`config.mk`:
```
export PLATFORM = sky130hd
export DESIGN_NAME = ioh_channel
export DESIGN_NICKNAME = d
export VERILOG_FILES = /design/src/hw/ioh_pkg.sv /design/src/hw/ioh_word_counter.sv /design/src/hw/ioh_cycle_timer.sv /design/src/hw/ioh_channel.sv
export SDC_FILE = /design/constraint.sdc
export NUM_CORES = 1
export LEC_CHECK = 0
export ABC_CLOCK_PERIOD_IN_PS = 5400
export BUFFER_PORTS_ARGS = -buffer_cell sky130_fd_sc_hd__buf_2
export CORE_MARGIN = 3
export CORE_UTILIZATION = 53
export DETAILED_ROUTE_END_ITERATION = 10
export PLACE_DENSITY_LB_ADDON = 0.05
export SETUP_SLACK_MARGIN = 0.5
export SKIP_LAST_GASP = 1
export SLEW_MARGIN = 20
export SYNTH_ARGS = -nofsm -noshare
export SYNTH_HDL_FRONTEND = slang
export SYNTH_SLANG_ARGS = --single-unit
```
`constraint.sdc`:
```
create_clock -name MCLK -period 5.4 [get_ports MCLK]
set_input_delay 0.54 -clock MCLK [delete_from_list [all_inputs] [get_ports MCLK]]
set_output_delay 0.54 -clock MCLK [all_outputs]
set_load 0.05 [all_outputs]
```
`src/hw/ioh_pkg.sv`:
```
// Constants shared by the channel-pair handshake block and its helpers.
// Assumes a single 10 MHz clock; times are converted to cycle counts here.
package ioh_pkg;
   // Link, word-count and timer widths
   localparam int DATA_W = 30;
   localparam int CNT_W = 15;
   localparam int TMR_W = 16;

   // Clock period in nanoseconds
   localparam int CLK_NS = 100;

   // Least time the shared output register holds a word on a peripheral channel
   localparam int HOLD_NS = 2000;
   localparam int HOLD_CYC = (HOLD_NS + CLK_NS - 1) / CLK_NS;

   // Intercomputer time-out for a forced function nobody accepts
   localparam int TIMEOUT_NS = 100000;
   localparam int TIMEOUT_CYC = TIMEOUT_NS / CLK_NS;

   // Reset values
   localparam logic [DATA_W-1:0] DATA_RST = 30'h0;
   localparam logic [CNT_W-1:0] CNT_RST = 15'h0;
   localparam logic IRQ_EN_RST = 1'b1;

   // Output sequencer states
   typedef enum logic [2:0] {
      OS_IDLE,
      OS_CLEAR,
      OS_PLACE,
      OS_STROBE,
      OS_RELEASE
   } ioh_out_state_type;

   // Input sequencer states
   typedef enum logic [1:0] {
      IS_IDLE,
      IS_DATA_ACK,
      IS_IRQ_ACK
   } ioh_in_state_type;
endpackage : ioh_pkg

```
`src/hw/ioh_word_counter.sv`:
```
// Word counter for one buffer: loaded by the program, counted down per word.
// Assumes load and dec are one-cycle pulses from the same clock domain.
`timescale 1ns/1ps
`default_nettype none
module ioh_word_counter (
   input wire logic clk,
   input wire logic rst,
   input wire logic load,
   input wire logic [ioh_pkg::CNT_W-1:0] count_in,
   input wire logic dec,
   output logic active
);
   logic [ioh_pkg::CNT_W-1:0] count_ff;

   // Load wins over a decrement in the same cycle
   always_ff @(posedge clk or posedge rst) begin
      if (rst) begin
         count_ff <= ioh_pkg::CNT_RST;
      end else if (load) begin
         count_ff <= count_in;
      end else if (dec && count_ff != ioh_pkg::CNT_RST) begin
         count_ff <= count_ff - 15'h1;
      end
   end

   assign active = (count_ff != ioh_pkg::CNT_RST);
endmodule : ioh_word_counter
`default_nettype wire

```
`src/hw/ioh_cycle_timer.sv`:
```
// Down-counting one-shot: done goes high LEN cycles after start.
// Assumes start is a one-cycle pulse; done is only meaningful after a start.
`timescale 1ns/1ps
`default_nettype none
module ioh_cycle_timer #(
   parameter int unsigned LEN = 1
) (
   input wire logic clk,
   input wire logic rst,
   input wire logic start,
   output logic done
);
   logic [ioh_pkg::TMR_W-1:0] cnt_ff;

   // Restart on every start pulse
   always_ff @(posedge clk or posedge rst) begin
      if (rst) begin
         cnt_ff <= '0;
      end else if (start) begin
         cnt_ff <= ioh_pkg::TMR_W'(LEN);
      end else if (cnt_ff != '0) begin
         cnt_ff <= cnt_ff - 16'h1;
      end
   end

   assign done = (cnt_ff == '0) && !start;
endmodule : ioh_cycle_timer
`default_nettype wire

```
`src/hw/ioh_channel.sv`:
```
// Handshake logic for one 30-bit input/output channel pair, computer side.
// Assumes all link and user inputs are synchronous to MCLK.
// Summary of operation
// - On output request: clear, place word, raise strobe
// - Drop strobe per word until count done
// - On function request: clear, place, raise strobe
// - Drop function strobe per word until count done
// - Sample input word on the edge the acknowledge rises
// - Raise interrupt enable when ready for interrupt
// - Acknowledge interrupt while dropping interrupt enable
// - Interrupt enable set by clear or instruction
// - Peripheral channel holds word a minimum time
// - Intercomputer: hold data until resume arrives
// - Intercomputer command: enable as request, resume ends
// - Forced function without enable stalls until time-out
// - Intercomputer data: ready, then resume clears
`timescale 1ns/1ps
`default_nettype none
module ioh_channel (
   input wire logic MCLK,
   input wire logic RESET,
   input wire logic INTERCOMPUTER,
   input wire logic OUT_START,
   input wire logic [ioh_pkg::CNT_W-1:0] OUT_COUNT,
   input wire logic [ioh_pkg::DATA_W-1:0] OUT_WORD,
   output logic OUT_WORD_NEXT,
   output logic OUT_BUSY,
   input wire logic FUNC_START,
   input wire logic [ioh_pkg::CNT_W-1:0] FUNC_COUNT,
   input wire logic FUNC_FORCE,
   input wire logic [ioh_pkg::DATA_W-1:0] FUNC_WORD,
   output logic FUNC_WORD_NEXT,
   output logic FUNC_BUSY,
   output logic STALL,
   output logic TIMEOUT_IRQ,
   input wire logic IN_START,
   input wire logic [ioh_pkg::CNT_W-1:0] IN_COUNT,
   output logic IN_BUSY,
   output logic [ioh_pkg::DATA_W-1:0] IN_WORD,
   output logic IN_WORD_VALID,
   output logic IRQ_WORD_VALID,
   input wire logic IRQ_ARM,
   output logic [ioh_pkg::DATA_W-1:0] OUT_DATA_LINES,
   input wire logic OUT_WORD_REQUEST,
   output logic OUT_WORD_STROBE,
   input wire logic FUNC_WORD_REQUEST,
   output logic FUNC_WORD_STROBE,
   input wire logic [ioh_pkg::DATA_W-1:0] IN_DATA_LINES,
   input wire logic IN_WORD_REQUEST,
   output logic IN_WORD_ACK,
   input wire logic EXT_IRQ,
   output logic IRQ_ENABLE
);
   localparam int TO_MAX = ioh_pkg::TIMEOUT_CYC + 2;

   ioh_pkg::ioh_out_state_type out_state_ff;
   ioh_pkg::ioh_in_state_type in_state_ff;
   logic [ioh_pkg::DATA_W-1:0] data_ff;
   logic sel_func_ff;
   logic forced_ff;
   logic force_pend_ff;
   logic out_strobe_ff;
   logic func_strobe_ff;
   logic stall_ff;
   logic timeout_ff;
   logic out_next_ff;
   logic func_next_ff;
   logic [ioh_pkg::DATA_W-1:0] in_word_ff;
   logic in_valid_ff;
   logic irq_valid_ff;
   logic in_ack_ff;
   logic irq_en_ff;
   logic out_active;
   logic func_active;
   logic in_active;
   logic hold_done;
   logic to_done;
   logic timer_start;
   logic out_go;
   logic func_go;
   logic resume;
   logic in_dec;

   // Resume shares the output request line in intercomputer mode
   assign resume = INTERCOMPUTER && OUT_WORD_REQUEST;
   // Intercomputer output waits only for the resume line to be idle
   assign out_go = out_active && (INTERCOMPUTER ? !OUT_WORD_REQUEST : OUT_WORD_REQUEST);
   // Receiver enable acts as function request in intercomputer mode
   assign func_go = func_active && FUNC_WORD_REQUEST;
   assign timer_start = (out_state_ff == ioh_pkg::OS_PLACE);

   ioh_word_counter u_out_cnt (
      .clk(MCLK),
      .rst(RESET),
      .load(OUT_START),
      .count_in(OUT_COUNT),
      .dec(timer_start && !sel_func_ff),
      .active(out_active)
   );

   ioh_word_counter u_func_cnt (
      .clk(MCLK),
      .rst(RESET),
      .load(FUNC_START),
      .count_in(FUNC_COUNT),
      .dec(timer_start && sel_func_ff && !forced_ff),
      .active(func_active)
   );

   ioh_word_counter u_in_cnt (
      .clk(MCLK),
      .rst(RESET),
      .load(IN_START),
      .count_in(IN_COUNT),
      .dec(in_dec),
      .active(in_active)
   );

   ioh_cycle_timer #(.LEN(ioh_pkg::HOLD_CYC)) u_hold (
      .clk(MCLK),
      .rst(RESET),
      .start(timer_start),
      .done(hold_done)
   );

   ioh_cycle_timer #(.LEN(ioh_pkg::TIMEOUT_CYC)) u_timeout (
      .clk(MCLK),
      .rst(RESET),
      .start(timer_start),
      .done(to_done)
   );

   // A forced function waits here until the sequencer is free; the pulse is not lost
   always_ff @(posedge MCLK or posedge RESET) begin
      if (RESET) begin
         force_pend_ff <= 1'b0;
      end else if (FUNC_FORCE) begin
         force_pend_ff <= 1'b1;
      end else if (out_state_ff == ioh_pkg::OS_IDLE) begin
         force_pend_ff <= 1'b0;
      end
   end

   // Output sequencer: one shared data register serves data and function words
   always_ff @(posedge MCLK or posedge RESET) begin
      if (RESET) begin
         out_state_ff <= ioh_pkg::OS_IDLE;
         data_ff <= ioh_pkg::DATA_RST;
         sel_func_ff <= 1'b0;
         forced_ff <= 1'b0;
         out_strobe_ff <= 1'b0;
         func_strobe_ff <= 1'b0;
         stall_ff <= 1'b0;
      end else begin
         case (out_state_ff)
            ioh_pkg::OS_IDLE: begin
               // Forced function first, then function buffer, then data
               if (force_pend_ff) begin
                  sel_func_ff <= 1'b1;
                  forced_ff <= 1'b1;
                  out_state_ff <= ioh_pkg::OS_CLEAR;
               end else if (func_go) begin
                  sel_func_ff <= 1'b1;
                  forced_ff <= 1'b0;
                  out_state_ff <= ioh_pkg::OS_CLEAR;
               end else if (out_go) begin
                  sel_func_ff <= 1'b0;
                  forced_ff <= 1'b0;
                  out_state_ff <= ioh_pkg::OS_CLEAR;
               end
            end
            ioh_pkg::OS_CLEAR: begin
               data_ff <= ioh_pkg::DATA_RST;
               out_state_ff <= ioh_pkg::OS_PLACE;
            end
            ioh_pkg::OS_PLACE: begin
               // Word goes out on the same edge its strobe rises, one cycle after the clear
               data_ff <= sel_func_ff ? FUNC_WORD : OUT_WORD;
               out_strobe_ff <= !sel_func_ff;
               func_strobe_ff <= sel_func_ff;
               stall_ff <= INTERCOMPUTER && forced_ff && !FUNC_WORD_REQUEST;
               out_state_ff <= ioh_pkg::OS_STROBE;
            end
            ioh_pkg::OS_STROBE: begin
               if (!INTERCOMPUTER) begin
                  // Data stays on the lines after the strobe until replaced
                  if (hold_done) begin
                     out_strobe_ff <= 1'b0;
                     func_strobe_ff <= 1'b0;
                     out_state_ff <= ioh_pkg::OS_IDLE;
                  end
               end else if (resume || (stall_ff && to_done)) begin
                  // Receiver took it, or the time-out frees the group
                  out_strobe_ff <= 1'b0;
                  func_strobe_ff <= 1'b0;
                  data_ff <= ioh_pkg::DATA_RST;
                  stall_ff <= 1'b0;
                  out_state_ff <= ioh_pkg::OS_RELEASE;
               end
            end
            ioh_pkg::OS_RELEASE: begin
               // Wait for resume to fall so one resume never ends two words
               if (!OUT_WORD_REQUEST) begin
                  out_state_ff <= ioh_pkg::OS_IDLE;
               end
            end
            default: begin
               out_state_ff <= ioh_pkg::OS_IDLE;
            end
         endcase
      end
   end

   // Fetch pulses and the time-out event
   always_ff @(posedge MCLK or posedge RESET) begin
      if (RESET) begin
         out_next_ff <= 1'b0;
         func_next_ff <= 1'b0;
         timeout_ff <= 1'b0;
      end else begin
         out_next_ff <= timer_start && !sel_func_ff;
         func_next_ff <= timer_start && sel_func_ff;
         timeout_ff <= (out_state_ff == ioh_pkg::OS_STROBE) && INTERCOMPUTER && stall_ff
                       && to_done && !resume;
      end
   end

   assign in_dec = (in_state_ff == ioh_pkg::IS_IDLE) && !(EXT_IRQ && irq_en_ff)
                   && IN_WORD_REQUEST && in_active;

   // Input sequencer: interrupts take priority over buffered input
   always_ff @(posedge MCLK or posedge RESET) begin
      if (RESET) begin
         in_state_ff <= ioh_pkg::IS_IDLE;
         in_word_ff <= ioh_pkg::DATA_RST;
         in_ack_ff <= 1'b0;
         in_valid_ff <= 1'b0;
         irq_valid_ff <= 1'b0;
      end else begin
         in_valid_ff <= 1'b0;
         irq_valid_ff <= 1'b0;
         case (in_state_ff)
            ioh_pkg::IS_IDLE: begin
               if (EXT_IRQ && irq_en_ff) begin
                  in_word_ff <= IN_DATA_LINES;
                  in_ack_ff <= 1'b1;
                  irq_valid_ff <= 1'b1;
                  in_state_ff <= ioh_pkg::IS_IRQ_ACK;
               end else if (in_dec) begin
                  // Word is captured in the same edge the acknowledge rises
                  in_word_ff <= IN_DATA_LINES;
                  in_ack_ff <= 1'b1;
                  in_valid_ff <= 1'b1;
                  in_state_ff <= ioh_pkg::IS_DATA_ACK;
               end
            end
            ioh_pkg::IS_DATA_ACK: begin
               if (!IN_WORD_REQUEST) begin
                  in_ack_ff <= 1'b0;
                  in_state_ff <= ioh_pkg::IS_IDLE;
               end
            end
            ioh_pkg::IS_IRQ_ACK: begin
               if (!EXT_IRQ) begin
                  in_ack_ff <= 1'b0;
                  in_state_ff <= ioh_pkg::IS_IDLE;
               end
            end
            default: begin
               in_state_ff <= ioh_pkg::IS_IDLE;
            end
         endcase
      end
   end

   // Interrupt enable: master clear sets it, arming wins over the drop on accept
   always_ff @(posedge MCLK or posedge RESET) begin
      if (RESET) begin
         irq_en_ff <= ioh_pkg::IRQ_EN_RST;
      end else if (IRQ_ARM) begin
         irq_en_ff <= 1'b1;
      end else if (in_state_ff == ioh_pkg::IS_IDLE && EXT_IRQ && irq_en_ff) begin
         irq_en_ff <= 1'b0;
      end
   end

   assign OUT_DATA_LINES = data_ff;
   assign OUT_WORD_STROBE = out_strobe_ff;
   assign FUNC_WORD_STROBE = func_strobe_ff;
   assign IN_WORD_ACK = in_ack_ff;
   assign IRQ_ENABLE = irq_en_ff;
   assign OUT_WORD_NEXT = out_next_ff;
   assign FUNC_WORD_NEXT = func_next_ff;
   assign OUT_BUSY = out_active;
   assign FUNC_BUSY = func_active;
   assign IN_BUSY = in_active;
   assign STALL = stall_ff;
   assign TIMEOUT_IRQ = timeout_ff;
   assign IN_WORD = in_word_ff;
   assign IN_WORD_VALID = in_valid_ff;
   assign IRQ_WORD_VALID = irq_valid_ff;

   // Data strobe rises only over a word that was cleared first
   property p_out_clear;
      @(posedge MCLK) disable iff (RESET)
         $rose(OUT_WORD_STROBE) |-> $past(OUT_DATA_LINES) == ioh_pkg::DATA_RST;
   endproperty
   a_out_clear: assert property (p_out_clear) else $error("data strobe without clear");

   property p_func_clear;
      @(posedge MCLK) disable iff (RESET)
         $rose(FUNC_WORD_STROBE) |-> $past(OUT_DATA_LINES) == ioh_pkg::DATA_RST
            && $past(out_state_ff == ioh_pkg::OS_PLACE);
   endproperty
   a_func_clear: assert property (p_func_clear) else $error("function strobe without clear");

   property p_hold;
      @(posedge MCLK) disable iff (RESET)
         $fell(OUT_WORD_STROBE || FUNC_WORD_STROBE) && !$past(INTERCOMPUTER)
            |-> $past(hold_done);
   endproperty
   a_hold: assert property (p_hold) else $error("strobe dropped before hold time");

   property p_inter_hold;
      @(posedge MCLK) disable iff (RESET)
         INTERCOMPUTER && OUT_WORD_STROBE && !OUT_WORD_REQUEST
            |=> OUT_WORD_STROBE && $stable(OUT_DATA_LINES);
   endproperty
   a_inter_hold: assert property (p_inter_hold) else $error("ready dropped without resume");

   property p_func_resume;
      @(posedge MCLK) disable iff (RESET)
         $fell(FUNC_WORD_STROBE) && $past(INTERCOMPUTER) |-> $past(OUT_WORD_REQUEST) || TIMEOUT_IRQ;
   endproperty
   a_func_resume: assert property (p_func_resume) else $error("command ended without resume");

   // Stall length in cycles; the bound is too long for a delay range, so it is counted
   logic [ioh_pkg::TMR_W-1:0] stall_len_ff;
   always_ff @(posedge MCLK or posedge RESET) begin
      if (RESET) begin
         stall_len_ff <= '0;
      end else begin
         stall_len_ff <= stall_ff ? stall_len_ff + 16'h1 : '0;
      end
   end

   property p_stall_bound;
      @(posedge MCLK) disable iff (RESET)
         STALL |-> stall_len_ff < ioh_pkg::TMR_W'(TO_MAX);
   endproperty
   a_stall_bound: assert property (p_stall_bound) else $error("stall outlived time-out");

   property p_ack_capture;
      @(posedge MCLK) disable iff (RESET)
         $rose(IN_WORD_ACK) |-> (IN_WORD_VALID || IRQ_WORD_VALID) && IN_WORD == $past(IN_DATA_LINES);
   endproperty
   a_ack_capture: assert property (p_ack_capture) else $error("acknowledge without capture");

   property p_ack_drop;
      @(posedge MCLK) disable iff (RESET)
         $fell(IN_WORD_ACK) |-> $past(!IN_WORD_REQUEST) || $past(!EXT_IRQ);
   endproperty
   a_ack_drop: assert property (p_ack_drop) else $error("acknowledge dropped early");

   property p_irq_ack;
      @(posedge MCLK) disable iff (RESET)
         IRQ_WORD_VALID && !$past(IRQ_ARM) |-> $rose(IN_WORD_ACK) && $fell(IRQ_ENABLE);
   endproperty
   a_irq_ack: assert property (p_irq_ack) else $error("interrupt ack not with enable drop");

   property p_arm;
      @(posedge MCLK) disable iff (RESET)
         IRQ_ARM |=> IRQ_ENABLE;
   endproperty
   a_arm: assert property (p_arm) else $error("arm did not set enable");
endmodule : ioh_channel
`default_nettype wire

```
==> results.py <==
metrics = {
    "floorplan": {
        "fp.coreArea_um2": 14200,
        "die_w_um": 127.8,
        "ios": 220,
        "start_util_pct": 55.36,
        "fp-row-count": 43,
        "dieArea_um2": 16340,
        "fp.dieH_um": 127.8,
    },
    "sta": {
        "skew_ns": 0.007187,
        "fin_ws_ns": 2.453,
        "slew_headroom_pct": 37.19,
        "hold_viol_final": 0,
        "setup_viol": 0,
        "worstMarginPinSlew_ns": 0.9421,
        "setup_tns_ns": 0,
        "min_period_ns": 2.947,
        "rsz0062_at_grt": "false",
        "fin_crit_sh_pct": 54.57,
        "slew_violations": 0,
        "fmax_ghz": 0.3393,
    },
    "setup_path": {
        "start_kind": "flop",
        "slowest_delay_ns": 0.55,
        "path_cells": "inv_1, ha_1, nor3b_1, and4_1, inv_2, and2_4, o21ai_4, buf_16, mux2_1",
        "crit_family": "simple AND/OR/NAND/NOR gates",
        "cp.depth": 9,
        "reg2reg_to": "IN_WORD[8]",
        "endpoint": "IN_WORD[8]",
        "required_ns": 5.70,
        "critical_path_buf_inv_count": 3,
        "reg2reg_slack_ns": 2.45,
        "cp_slowest_cell": "and4_1",
        "cp-end-kind": "flop",
        "critPathMaxFanout": 20,
        "criticalPathCategory": "flop to flop",
        "crit_start": "u_in_cnt.count_ff[1]",
        "r2r_cells": 9,
        "crit_arrival_ns": 3.24,
        "r2r-start": "u_in_cnt.count_ff[1]",
    },
    "worst_hold_path": {
        "hold_path_class": "input pin to asynchronous set/reset pin",
    },
    "grt": {
        "antenna_found_initial": 1,
        "grt_pass1_vias": 6457,
        "grt_pass1_wl_mm": 30.80,
        "overflow": 0,
        "grt_max_degree": 117,
        "grt_usage_pct": 23.19,
    },
    "logic_synthesis": {
        "synthTopCellsByArea": "dfrtp_1 49%, mux2i_1 4.1%, xnor2_1 3.9%, o2bb2ai_1 3.3%, nand2_1 3.2%",
        "ys_seq_area_share_pct": 49.34,
        "syn_area_um2": 7864,
        "syn_nets": 887,
        "yosysMostFrequentCell": "dfrtp_1",
        "synth-seq-cells": 155,
        "synth_top_cell_area_share_pct": 49.01,
        "yosys.area.top_type": "dfrtp_1",
        "ys_top_cells_by_count": "154 x dfrtp_1, 66 x nand2_1, 50 x nor2_1",
        "synth-main-ff-cell": "dfrtp_1",
        "synth.avg_cell_area_um2": 10.80,
        "async_flop_share_pct": 100.0,
        "synth_cells": 728,
        "yosys_warnings": 0,
        "ys_types": 76,
        "synth_edf_count": 0,
    },
    "clock_network": {
        "cts_tree": "built",
        "ctsHoldBuffers": 0,
        "cts-root-buf": "clkbuf_16",
        "clkSinkCount": 155,
        "cts-resized-gates": 0,
        "path_clk_slew_ns": 0.06,
        "clk_latency_ns": 0.42,
        "cts_buffers": 17,
        "cts_max_level": 4,
        "post_cts.repair.setup_buffers": 0,
        "cts_buffer_depth": 2,
    },
    "final_layout": {
        "nFillCells": 1170,
        "drive_above_1_share_pct": 31.13,
        "layout.nets": 1097,
        "seqCellArea_um2": 3881,
        "multi_input_area_um2": 3751,
        "syn2layout_area_growth_pct": 23.93,
    },
    "placed_design": {
        "gp_congestion": 0.8339,
        "dpl_worst_slack_ns": 2.257,
        "dpl.hpwl_mm": 13.29,
        "io_buffers": 219,
    },
    "run_status": {
        "status": "complete, no violations",
    },
    "routing": {
        "drc": 0,
        "vias_per_cell": 5.580,
        "drtPass1Iterations": 7,
        "drt_iter0_markers": 346,
        "drt-total-wl_mm": 18.59,
        "drtAntennaViolNets": 0,
        "wl_per_cell_um": 16.42,
        "vias": 6317,
    },
    "power_and_ir_drop": {
        "power_per_cell_area_nw_per_um2": 567.3,
        "ir_worst_vdd_mv": 0.4436,
        "p_leak_nw": 4.537,
    },
    "run": {
        "cap_violations": 0,
    },
}
-- cells in the final DEF (no fill, tap or decap), drive strengths merged, types with 6 or more instances in the layout --
| master | n |
|---|---|
| nor4b | 6 |
| nor4 | 21 |
| a21oi | 11 |
| or4 | 11 |
| inv | 23 |
| clkbuf | 25 |
| mux2 | 35 |
| mux2i | 32 |
| or3 | 9 |
| nand2 | 67 |
| xnor2 | 35 |
| o2bb2ai | 30 |
| nor3b | 8 |
| ha | 12 |
| nand3 | 14 |
| dfrtp | 154 |
| nor2 | 50 |
| nand4 | 16 |
| o21ai | 48 |
| xor2 | 28 |
| nor3 | 24 |
| buf | 224 |
-- area by class of cell --
| cell class | count | share of cell area, % |
|---|---|---|
| multi-input combinational | 517 | 38.49 |
| inverter | 23 | 0.9629 |
| sequential | 155 | 39.83 |
| clock inverter | 7 | 1.669 |
| tap | 180 | 2.311 |
| clock buffer | 25 | 4.879 |
| antenna | 1 | 0.02568 |
| timing repair buffer | 224 | 11.84 |
-- cells by family (layout without fill, tap and decap cells) --
family / count (synthesis) / count (layout) / synth area share, %
adders and majority gates: 12 / 12 / 1.909
other: 0 / 1 / 0
muxes: 67 / 67 / 9.562
and+or+nand+nor: 254 / 254 / 18.39
buffers and inverters: 56 / 279 / 3.071
DFF: 155 / 155 / 49.34
xor gates and xnor gates: 63 / 63 / 7.017
AOI/OAI and AO/OA: 121 / 121 / 10.71
-- flip-flops by register name (all words and copies together) (netlist names) --
register / cells
u_hold.cnt_ff: 16
IRQ_WORD_VALID: 1
OUT_DATA_LINES: 30
u_timeout.cnt_ff: 16
u_in_cnt.count_ff: 15
u_func_cnt.count_ff: 15
FUNC_WORD_STROBE: 1
forced_ff: 1
IRQ_ENABLE: 1
OUT_WORD_STROBE: 1
IN_WORD: 30
sel_func_ff: 1
IN_WORD_ACK: 1
FUNC_WORD_NEXT: 1
in_state_ff: 2
TIMEOUT_IRQ: 1
OUT_WORD_NEXT: 1
out_state_ff: 3
IN_WORD_VALID: 1
u_out_cnt.count_ff: 15
force_pend_ff: 1
STALL: 1
-- power by group --
part / internal, mW / switching [mW] / total, mW / leakage (nW)
registers: 1.53 / 0.334 / 1.86 / 1.91
clock network: 0.845 / 0.450 / 1.30 / 0.306
logic: 0.784 / 1.59 / 2.37 / 2.32
total: 3.16 / 2.37 / 5.53 / 4.54
-- worst min path at each step --
stage / start / to / cells past startpoint
3_5_place_dp: OUT_DATA_LINES[25] / OUT_DATA_LINES[25] / 1
3_3_place_gp: OUT_DATA_LINES[11] / OUT_DATA_LINES[11] / 1
4_1_cts: FUNC_FORCE / force_pend_ff / 2
5_1_grt: FUNC_FORCE / force_pend_ff / 2
2_1_floorplan: force_pend_ff / forced_ff / 1
6_report: RESET / OUT_DATA_LINES[12] / 2
-- routing by layer --
| metal | routed length (um) | global-route usage (%) |
|---|---|---|
| met1 | 7806 | 28.74 |
| met4 | 200 | 6.929 |
| met5 | 0 | 0 |
| met3 | 934 | 6.042 |
| met2 | 9648 | 39.96 |
-- metrics by stage --
stage	hold WS (ns)	power [mW]	instance area [um2]	utilization, %	std cells
5_1_grt	0.3025	5.841	9746	68.61	1132
3_3_place_gp	0.4657	4.166	9075	63.89	1098
2_1_floorplan	0.4967	3.659	7864	-	728
6_report	0.2861	5.529	9746	68.61	1132
3_5_place_dp	0.4684	4.231	9075	63.89	1098
4_1_cts	0.3092	5.556	9713	68.38	1130
Power figures use the tool's default switching activity.
